### config.mk
export PLATFORM = sky130hd
export DESIGN_NAME = serial_config_port
export DESIGN_NICKNAME = d
export VERILOG_FILES = /design/src/cfg_port_pkg.sv /design/src/serial_config_port.sv
export SDC_FILE = /design/constraint.sdc
export NUM_CORES = 1
export LEC_CHECK = 0
export BUFFER_PORTS_ARGS = -buffer_cell sky130_fd_sc_hd__buf_2
export CAP_MARGIN = 20
export CELL_PAD_IN_SITES_DETAIL_PLACEMENT = 1
export CELL_PAD_IN_SITES_GLOBAL_PLACEMENT = 1
export CORE_MARGIN = 2
export CORE_UTILIZATION = 49
export CTS_BUF_LIST = sky130_fd_sc_hd__clkbuf_2 sky130_fd_sc_hd__clkbuf_4 sky130_fd_sc_hd__clkbuf_8
export CTS_CLUSTER_SIZE = 10
export DETAILED_ROUTE_END_ITERATION = 7
export GPL_TIMING_DRIVEN = 0
export HOLD_SLACK_MARGIN = 0.08
export PLACE_DENSITY_LB_ADDON = 0.08
export SLEW_MARGIN = 20
export SYNTH_ARGS = -nofsm -noshare
export SYNTH_HDL_FRONTEND = slang
export SYNTH_HIERARCHICAL = 1
export SYNTH_SLANG_ARGS = --single-unit
### constraint.sdc
create_clock -name REF_CLK_I -period 2.9 [get_ports REF_CLK_I]
set_input_delay 0.145 -clock REF_CLK_I [delete_from_list [all_inputs] [get_ports REF_CLK_I]]
set_output_delay 0.145 -clock REF_CLK_I [all_outputs]
set_load 0.05 [all_outputs]
### src/cfg_port_pkg.sv
`default_nettype none

// ****************************************************************
// shared constants of the serial configuration port
// ****************************************************************
package cfg_port_pkg;

  // word framing, counted in shift-clock rising edges
  localparam int WORD_BITS = 24;
  localparam logic [4:0] CNT_ZERO = 5'h00;
  localparam logic [4:0] CNT_ONE = 5'h01;
  localparam logic [4:0] CNT_ADDR_DONE = 5'h0F;
  localparam logic [4:0] CNT_DATA_FIRST = 5'h10;
  localparam logic [4:0] CNT_LAST = 5'h17;

  // field positions in the assembled word
  localparam int RW_POS = 23;
  localparam int ADDR_HI = 19;
  localparam int ADDR_LO = 8;
  localparam int DATA_HI = 7;
  localparam int DATA_LO = 0;
  // positions once only the first 16 bits, read/write bit through 12-bit address, have arrived
  localparam int RW_POS_EARLY = 15;
  localparam int ADDR_HI_EARLY = 11;
  localparam int ADDR_LO_EARLY = 0;

  // register file
  localparam int REG_COUNT = 8;
  localparam int REG_IDX_W = 3;
  localparam logic [11:0] REG_COUNT_ADDR = 12'h008;
  localparam logic [11:0] REG_SOFT_RESET = 12'h000;
  localparam logic [11:0] REG_POWER = 12'h001;
  localparam logic [11:0] REG_INTERFACE = 12'h002;
  localparam logic [11:0] REG_FORMAT = 12'h003;
  localparam logic [11:0] REG_DECIMATION = 12'h004;
  localparam logic [11:0] REG_AUTOZERO = 12'h005;
  localparam logic [11:0] REG_INPUTS = 12'h006;
  localparam logic [7:0] REG_DEFAULT = 8'h00;
  localparam logic [7:0] READ_EMPTY = 8'h00;

  // field bits
  localparam int SOFT_RESET_BIT = 0;
  localparam int PD_GLOBAL_BIT = 0;
  localparam int REF_INTERNAL_BIT = 1;
  localparam int IF_SEL_HI = 1;
  localparam int IF_SEL_LO = 0;
  localparam int OFFSET_BIN_BIT = 0;
  localparam int DECIM_EN_BIT = 0;
  localparam int AUTOZERO_BIT = 0;
  localparam int CLK_SE_BIT = 0;
  localparam int INPUT_SE_BIT = 1;

  // sampling-clock presence window
  localparam int REF_CLK_PERIOD_NS = 25;
  localparam int SAMPLE_TIMEOUT_NS = 1000;
  localparam logic [5:0] SAMPLE_TIMEOUT_CYC = 6'(SAMPLE_TIMEOUT_NS / REF_CLK_PERIOD_NS);
  localparam logic [5:0] TIMER_ZERO = 6'h00;
  localparam logic [5:0] TIMER_ONE = 6'h01;

  // synchroniser lanes
  localparam int SYNC_WIDTH = 6;
  localparam int SYNC_SCLK = 0;
  localparam int SYNC_SEL_N = 1;
  localparam int SYNC_SDIO = 2;
  localparam int SYNC_PD_PIN = 3;
  localparam int SYNC_REF_PIN = 4;
  localparam int SYNC_SAMPLE = 5;

endpackage

// ****************************************************************
// two-stage level synchroniser
// ****************************************************************
module level_sync2 (
  input wire logic clk_i,                                        // sampling clock
  input wire logic reset_i,                                      // synchronous, active high
  input wire logic [cfg_port_pkg::SYNC_WIDTH-1:0] async_i,       // foreign levels
  output logic [cfg_port_pkg::SYNC_WIDTH-1:0] sync_o             // levels in clk_i domain
);

  typedef struct packed {
    logic [cfg_port_pkg::SYNC_WIDTH-1:0] meta;
    logic [cfg_port_pkg::SYNC_WIDTH-1:0] stable;
  } sync_state_type;

  sync_state_type st_reg;
  sync_state_type st_next;

  // first stage feeds only the second stage
  always_comb begin
    st_next.meta = async_i;
    st_next.stable = st_reg.meta;
  end

  always_ff @(posedge clk_i) begin
    if (reset_i) begin
      st_reg <= '0;
    end else begin
      st_reg <= st_next;
    end
  end

  assign sync_o = st_reg.stable;

endmodule

`default_nettype wire

### src/serial_config_port.sv
// Behaviour
// bits are taken only while select is low; clock ignored while high
// data line sampled on each rising shift-clock edge while selected
// every 24th rising edge commits the assembled word to its register
// trailing partial word bits are dropped, no register changes
// many 24-bit words may follow within one select-low period
// host keeps shift clock at most 12 MHz; any slower rate works
// write word: read/write bit 0, three zeros, then 12-bit address
// eight data bits follow the address, each taken on a rising edge
// read/write bit 1 means read; registers stay unchanged
// on a read the addressed register content is driven after the address
// host samples read-back bits on shift-clock falling edges
// power-down takes effect only while the sampling clock runs
// defaults after power-up: bypass, 2-wire, two's complement, external ref
// works without serial access; power-down and reference also by pins
// words shift most significant bit first, read/write bit leading
// data line driven only in the last eight bit periods of a read
`default_nettype none

module serial_config_port (
  input wire logic REF_CLK_I,                 // 40 MHz system clock
  input wire logic RESET_I,                   // synchronous reset, active high
  input wire logic SERIAL_SELECT_N_I,         // serial select, active low
  input wire logic SCLK_I,                    // host shift clock
  input wire logic SDIO_I,                    // data line level seen at pin
  input wire logic POWERDOWN_SYNC_PIN_I,      // power-down pin, active high
  input wire logic REFERENCE_SELECT_PIN_I,    // high: external reference
  input wire logic SAMPLE_CLK_I,              // conversion sampling clock
  output logic SDIO_O,                        // read-back data
  output logic SDIO_OE_O,                     // high while driving data line
  output logic POWERDOWN_O,                   // effective global power-down
  output logic REF_INTERNAL_O,                // internal reference selected
  output logic [1:0] IF_SEL_O,                // output interface, 0 = 2-wire
  output logic OFFSET_BINARY_O,               // 0 = two's complement
  output logic DECIM_EN_O,                    // 0 = decimation bypass
  output logic AUTOZERO_EN_O,                 // auto-zero enable
  output logic CLK_SINGLE_ENDED_O,            // 0 = differential clock
  output logic INPUT_SINGLE_ENDED_O           // 0 = differential signal input
);

  // ****************************************************************
  // state
  // ****************************************************************
  typedef struct packed {
    logic sclk_d;
    logic sample_d;
    logic [4:0] count;
    logic [23:0] shift;
    logic read_on;
    logic [7:0] rdata;
    logic oe;
    logic sdo;
    logic [5:0] sample_timer;
    logic sample_active;
    logic [cfg_port_pkg::REG_COUNT-1:0][7:0] regs;
    logic pd;
    logic ref_int;
    logic [1:0] if_sel;
    logic offset_bin;
    logic decim_en;
    logic autozero;
    logic clk_se;
    logic input_se;
  } port_state_type;

  port_state_type st_reg;
  port_state_type st_next;
  logic [cfg_port_pkg::SYNC_WIDTH-1:0] pins_async;
  logic [cfg_port_pkg::SYNC_WIDTH-1:0] pins;
  logic selected;
  logic rise;
  logic fall;
  logic commit_edge;
  logic [23:0] word_in;
  logic [11:0] addr_early;
  logic [11:0] addr_full;
  logic [cfg_port_pkg::REG_IDX_W-1:0] idx_early;
  logic [cfg_port_pkg::REG_IDX_W-1:0] idx_full;
  logic [7:0] reg_power;

  // ****************************************************************
  // pin synchronisation
  // ****************************************************************
  // every foreign pin, shift clock included, passes two flops
  always_comb begin
    pins_async = '0;
    pins_async[cfg_port_pkg::SYNC_SCLK] = SCLK_I;
    // select and reference lanes are inverted so an all-zero flop reads as idle after reset
    pins_async[cfg_port_pkg::SYNC_SEL_N] = ~SERIAL_SELECT_N_I;
    pins_async[cfg_port_pkg::SYNC_SDIO] = SDIO_I;
    pins_async[cfg_port_pkg::SYNC_PD_PIN] = POWERDOWN_SYNC_PIN_I;
    pins_async[cfg_port_pkg::SYNC_REF_PIN] = ~REFERENCE_SELECT_PIN_I;
    pins_async[cfg_port_pkg::SYNC_SAMPLE] = SAMPLE_CLK_I;
  end

  level_sync2 pin_sync (
    .clk_i(REF_CLK_I),
    .reset_i(RESET_I),
    .async_i(pins_async),
    .sync_o(pins)
  );

  // ****************************************************************
  // edge detection and word decode
  // ****************************************************************
  // gate by select
  assign selected = pins[cfg_port_pkg::SYNC_SEL_N];
  // edges found by sampling, any slower rate
  // rising edge sample
  assign rise = selected & pins[cfg_port_pkg::SYNC_SCLK] & ~st_reg.sclk_d;
  assign fall = selected & ~pins[cfg_port_pkg::SYNC_SCLK] & st_reg.sclk_d;
  assign commit_edge = rise & (st_reg.count == cfg_port_pkg::CNT_LAST);
  // msb first shift
  assign word_in = {st_reg.shift[22:0], pins[cfg_port_pkg::SYNC_SDIO]};
  assign addr_early = word_in[cfg_port_pkg::ADDR_HI_EARLY:cfg_port_pkg::ADDR_LO_EARLY];
  assign addr_full = word_in[cfg_port_pkg::ADDR_HI:cfg_port_pkg::ADDR_LO];
  assign idx_early = addr_early[cfg_port_pkg::REG_IDX_W-1:0];
  assign idx_full = addr_full[cfg_port_pkg::REG_IDX_W-1:0];
  assign reg_power = st_reg.regs[cfg_port_pkg::REG_POWER[cfg_port_pkg::REG_IDX_W-1:0]];

  // ****************************************************************
  // next state
  // ****************************************************************
  always_comb begin
    st_next = st_reg;
    st_next.sclk_d = pins[cfg_port_pkg::SYNC_SCLK];
    st_next.sample_d = pins[cfg_port_pkg::SYNC_SAMPLE];
    if (!selected) begin
      // partial word dropped
      st_next.count = cfg_port_pkg::CNT_ZERO;
      st_next.read_on = 1'b0;
      // released when deselected
      st_next.oe = 1'b0;
      st_next.sdo = 1'b0;
    end else if (rise) begin
      st_next.shift = word_in;
      // fetch after address
      if (st_reg.count == cfg_port_pkg::CNT_ADDR_DONE) begin
        st_next.read_on = word_in[cfg_port_pkg::RW_POS_EARLY];
        st_next.rdata = (addr_early < cfg_port_pkg::REG_COUNT_ADDR) ? st_reg.regs[idx_early]
                                                                    : cfg_port_pkg::READ_EMPTY;
      end
      if (st_reg.count == cfg_port_pkg::CNT_LAST) begin
        // next word starts
        st_next.count = cfg_port_pkg::CNT_ZERO;
        // commit word
        // read never writes
        if (!word_in[cfg_port_pkg::RW_POS] && addr_full < cfg_port_pkg::REG_COUNT_ADDR) begin
          if (addr_full == cfg_port_pkg::REG_SOFT_RESET) begin
            // self-clearing: the reset bit itself is never stored
            if (word_in[cfg_port_pkg::SOFT_RESET_BIT]) begin
              st_next.regs = '0;
            end
          end else begin
            // data byte stored
            st_next.regs[idx_full] = word_in[cfg_port_pkg::DATA_HI:cfg_port_pkg::DATA_LO];
          end
        end
      end else begin
        st_next.count = st_reg.count + cfg_port_pkg::CNT_ONE;
      end
    end else if (fall) begin
      // drive last eight periods
      // changing on the falling edge keeps a full period for the host
      if (st_reg.read_on && st_reg.count >= cfg_port_pkg::CNT_DATA_FIRST) begin
        st_next.oe = 1'b1;
        st_next.sdo = st_reg.rdata[7];
        st_next.rdata = {st_reg.rdata[6:0], 1'b0};
      end else begin
        st_next.oe = 1'b0;
        st_next.sdo = 1'b0;
        st_next.read_on = st_reg.read_on & (st_reg.count != cfg_port_pkg::CNT_ZERO);
      end
    end
    // sampling clock presence: any edge reloads the window
    if (pins[cfg_port_pkg::SYNC_SAMPLE] != st_reg.sample_d) begin
      st_next.sample_timer = cfg_port_pkg::SAMPLE_TIMEOUT_CYC;
    end else if (st_reg.sample_timer != cfg_port_pkg::TIMER_ZERO) begin
      st_next.sample_timer = st_reg.sample_timer - cfg_port_pkg::TIMER_ONE;
    end
    st_next.sample_active = st_reg.sample_timer != cfg_port_pkg::TIMER_ZERO;
    // power-down needs sampling clock
    // pin or register request
    if (st_reg.sample_active) begin
      st_next.pd = pins[cfg_port_pkg::SYNC_PD_PIN] | reg_power[cfg_port_pkg::PD_GLOBAL_BIT];
    end
    // reference pin control
    st_next.ref_int = reg_power[cfg_port_pkg::REF_INTERNAL_BIT] | pins[cfg_port_pkg::SYNC_REF_PIN];
    st_next.if_sel = st_reg.regs[cfg_port_pkg::REG_INTERFACE[cfg_port_pkg::REG_IDX_W-1:0]]
                       [cfg_port_pkg::IF_SEL_HI:cfg_port_pkg::IF_SEL_LO];
    st_next.offset_bin = st_reg.regs[cfg_port_pkg::REG_FORMAT[cfg_port_pkg::REG_IDX_W-1:0]]
                           [cfg_port_pkg::OFFSET_BIN_BIT];
    st_next.decim_en = st_reg.regs[cfg_port_pkg::REG_DECIMATION[cfg_port_pkg::REG_IDX_W-1:0]]
                         [cfg_port_pkg::DECIM_EN_BIT];
    st_next.autozero = st_reg.regs[cfg_port_pkg::REG_AUTOZERO[cfg_port_pkg::REG_IDX_W-1:0]]
                         [cfg_port_pkg::AUTOZERO_BIT];
    st_next.clk_se = st_reg.regs[cfg_port_pkg::REG_INPUTS[cfg_port_pkg::REG_IDX_W-1:0]]
                       [cfg_port_pkg::CLK_SE_BIT];
    st_next.input_se = st_reg.regs[cfg_port_pkg::REG_INPUTS[cfg_port_pkg::REG_IDX_W-1:0]]
                         [cfg_port_pkg::INPUT_SE_BIT];
  end

  // all-zero defaults
  always_ff @(posedge REF_CLK_I) begin
    if (RESET_I) begin
      st_reg <= '0;
    end else begin
      st_reg <= st_next;
    end
  end

  // outputs straight from the state flops
  assign SDIO_O = st_reg.sdo;
  assign SDIO_OE_O = st_reg.oe;
  assign POWERDOWN_O = st_reg.pd;
  assign REF_INTERNAL_O = st_reg.ref_int;
  assign IF_SEL_O = st_reg.if_sel;
  assign OFFSET_BINARY_O = st_reg.offset_bin;
  assign DECIM_EN_O = st_reg.decim_en;
  assign AUTOZERO_EN_O = st_reg.autozero;
  assign CLK_SINGLE_ENDED_O = st_reg.clk_se;
  assign INPUT_SINGLE_ENDED_O = st_reg.input_se;
endmodule

`default_nettype wire

==> results.cfg <==
[worst_setup_path]
rr_endpoint = st_reg[38]
worstSetupPathType = reg2reg
critPathRequiredTime_ns = 3.25
ff2ff_setup_slack_ns = 0.15
crit_fanout = 10
crit_path_cell_trace = clkbuf_1 > nor4_2 > a41oi_1 > buf_2 > buf_2 > nand3_1 > nand3_1
crit_path_start_kind = flip-flop
arrival_ns = 3.09
critical_path.slowest_cell = nor4_2
cp_slowest_stage_delay_ns = 0.89
r2r-start = addr_early[10]
reg2reg_depth = 7
end_kind = flip-flop

[floorplan]
dieArea_mm2 = 0.0143
placeableCoreArea_mm2 = 0.0131
rows = 42
fp.dieH_um = 120
initial_core_util_pct = 49.9
ioPinCount = 19
chipWidth_um = 120

[placement]
dpl.hpwl_um = 15700
dp_cells = 991
gp_congestion = 0.913
place.port_buffers = 18
placed_cell_area_mm2 = 0.00687

[drt]
drt-initial-drc-count = 501
via_count = 6403
wire_per_inst_um = 21.7
vias_per_cell = 6.21
drt_drc_violations_left = 0
postRouteAntennaNets = 0
wirelength_um = 22400
dr.pass1.iters = 5

[logic_synthesis]
synthesis.area_mm2 = 0.00655
ys.flop_type = dfxtp_1
synth_edf_count = 0
synth_cells = 796
synthArstFlopShare_pct = 0
syn_area_per_cell_um2 = 8.23
synth.top_cell.area_share_pct = 40.6
yosys_warnings = 6
syn_nets = 809
synthTopCellsByArea = dfxtp_1 (41%), nand3_1 (11%), mux4_2 (5.5%)
seq_area_frac_synth_pct = 40.6
synth.distinct_cells = 44
synth_top_area_cell = dfxtp_1
synth-seq-cells = 133

[timing]
rsz0062_at_grt = false
holdWs_ns = 0.444
finalSetupViolCount = 0
finClkSkew_ns = 0.0122
slew_violations = 0
worstMarginPinSlew_ns = 1.03
period_share_pct = 94.7
fmax_ghz = 0.364
finalSetupTns_ns = 0
hold_viol = 0
relSlewSlack_pct = 30.5
fin_crit_ns = 2.75

[layout]
syn2layout_area_growth_pct = 13.3
n_antenna_cell = 0
nNetsFinal = 855
instances_no_fill = 1031
fin_area_mm2 = 0.00742
largest_reg_flops = 76
final_layout_size_suffix_gt1_share_pct = 12.3
finish.utilization_pct = 56.5

[clock_network]
numCtsBuffers = 17
tritoncts = built
clkLatencyLatePin_ns = 0.47
h-tree-depth = 4
clock-sinks = 133
post_cts_resized = 0
clkSlewWorstSetupHoldPaths_ns = 0.08
cts_root_buf = clkbuf_8
cts_buffer_depth = 2

[run]
drv_cap = 0

[pwr]
power_density_mw_per_mm2 = 565
power.leakage_nw = 2.65
ir_drop_mv = 0.485

[hold_path]
min_from = pin_sync/st_next[0]
hold_class = reg2reg
whs_path_depth = 1
hold_end = pin_sync/sync_o[0]

[global_routing]
first_global_vias = 6493
grt_max_degree = 17
track_usage_pct = 32.7
grt-ovfl-total = 0
antenna_found_initial = 1
grt_pass1_wl_um = 35800

[outcome]
status = complete, no violations
## worst max-delay path, delay by kind of cell (launching register included)
family	cells	cell delay (ns)
AND/OR/NAND/NOR	3	1.09
buffers and inverters	3	0.76
AO/OA/AOI/OAI	1	0.46
flip-flops	1	0.32
## per-layer routing
| metal | GRT usage, % | wire, µm | vias to the layer above |
|---|---|---|---|
| li1 | - | - | 2900 |
| met1 | 42.3 | 9510 | 3191 |
| met2 | 51.7 | 10400 | 258 |
| met3 | 8.22 | 1720 | 54 |
| met4 | 14.7 | 768 | 0 |
| met5 | 0 | 0 | - |
## Yosys cell counts, types with 11 or more instances
master	number
o21ai_0	50
clkbuf_1	55
nand2_1	65
nand2b_1	19
nor3_1	53
inv_1	15
nand4_1	11
nand3_1	150
mux4_2	16
and2_1	15
nor2b_1	53
dfxtp_1	133
nor2_1	16
a21oi_1	37
## cell usage in the layout, fill, tap and decap left out, types with 4 or more instances in the layout
| cell type | instances |
|---|---|
| nand4_1 | 11 |
| nand2b_1 | 19 |
| inv_6 | 6 |
| clkbuf_1 | 55 |
| ha_1 | 5 |
| or3_1 | 4 |
| o21ai_0 | 50 |
| clkbuf_8 | 17 |
| nand2_1 | 65 |
| mux2i_1 | 8 |
| or2_2 | 5 |
| buf_1 | 10 |
| and2_1 | 15 |
| buf_2 | 23 |
| mux2_2 | 8 |
| nand3_1 | 150 |
| dlygate4sd3_1 | 8 |
| a21oi_1 | 37 |
| mux4_2 | 16 |
| xnor2_1 | 4 |
| nand3b_1 | 5 |
| dfxtp_1 | 133 |
| nor2b_1 | 53 |
| nor2b_2 | 8 |
| bufinv_16 | 5 |
| a211oi_1 | 8 |
| inv_1 | 15 |
| o32ai_1 | 7 |
| nor3_1 | 53 |
| nor2_1 | 16 |
## cells by family (layout without fill, tap and decap cells)
family | after synthesis | count (layout) | synth area share, %
AND/OR/NAND/NOR | 424 | 424 | 34.9
flip-flops | 133 | 133 | 40.6
AO/OA/AOI/OAI | 107 | 107 | 9.09
buffers and inverters | 88 | 147 | 5.40
multiplexers | 32 | 32 | 8.10
XOR/XNOR | 7 | 7 | 0.936
adder cells (fa/ha/maj) | 5 | 5 | 0.955
## worst max-delay path by stage
stage | startpoint | end | slack, ns | depth (start not counted)
after detailed placement | addr_early[10] | st_reg[38] | 0.32 | 7
after global placement | st_reg[115] | st_reg[12] | -0.18 | 5
after floorplan | st_reg[115] | st_reg[87] | 0.74 | 8
final | addr_early[10] | st_reg[38] | 0.15 | 7
after CTS | RESET_I | AUTOZERO_EN_O | 0.27 | 7
after global routing | addr_early[10] | st_reg[38] | 0.02 | 7
## what timing repair did
item                      4_1_cts  5_1_grt
buffers inserted                0        0
hold endpoints to repair        7        0
hold buffers                    8        0
## power breakdown
group          internal (mW)  leakage, nW  total, mW  switching [mW]
sequential              1.88         1.08       1.93          0.0465
combinational          0.157         1.34      0.400           0.242
clock                   1.05        0.237       1.86           0.816
## cell type report
class | count | area [µm²]
Clock buffer | 18 | 241
Sequential cell | 133 | 2660
Fill cell | 1617 | 5720
Clock inverter | 14 | 221
Multi-Input combinational cell | 575 | 3550
Tap cell | 176 | 220
Timing Repair Buffer | 27 | 175
Buffer | 73 | 298
Inverter | 15 | 56.3
## stage by stage
stage	worst slack, ns	power (mW)
finish	0.153	4.19
global route	0.0214	4.35
CTS	0.271	4.19
detailed placement	0.323	2.34
global placement	-0.182	2.31
floorplan	0.742	2.24
(Power assumes the default switching activity.)
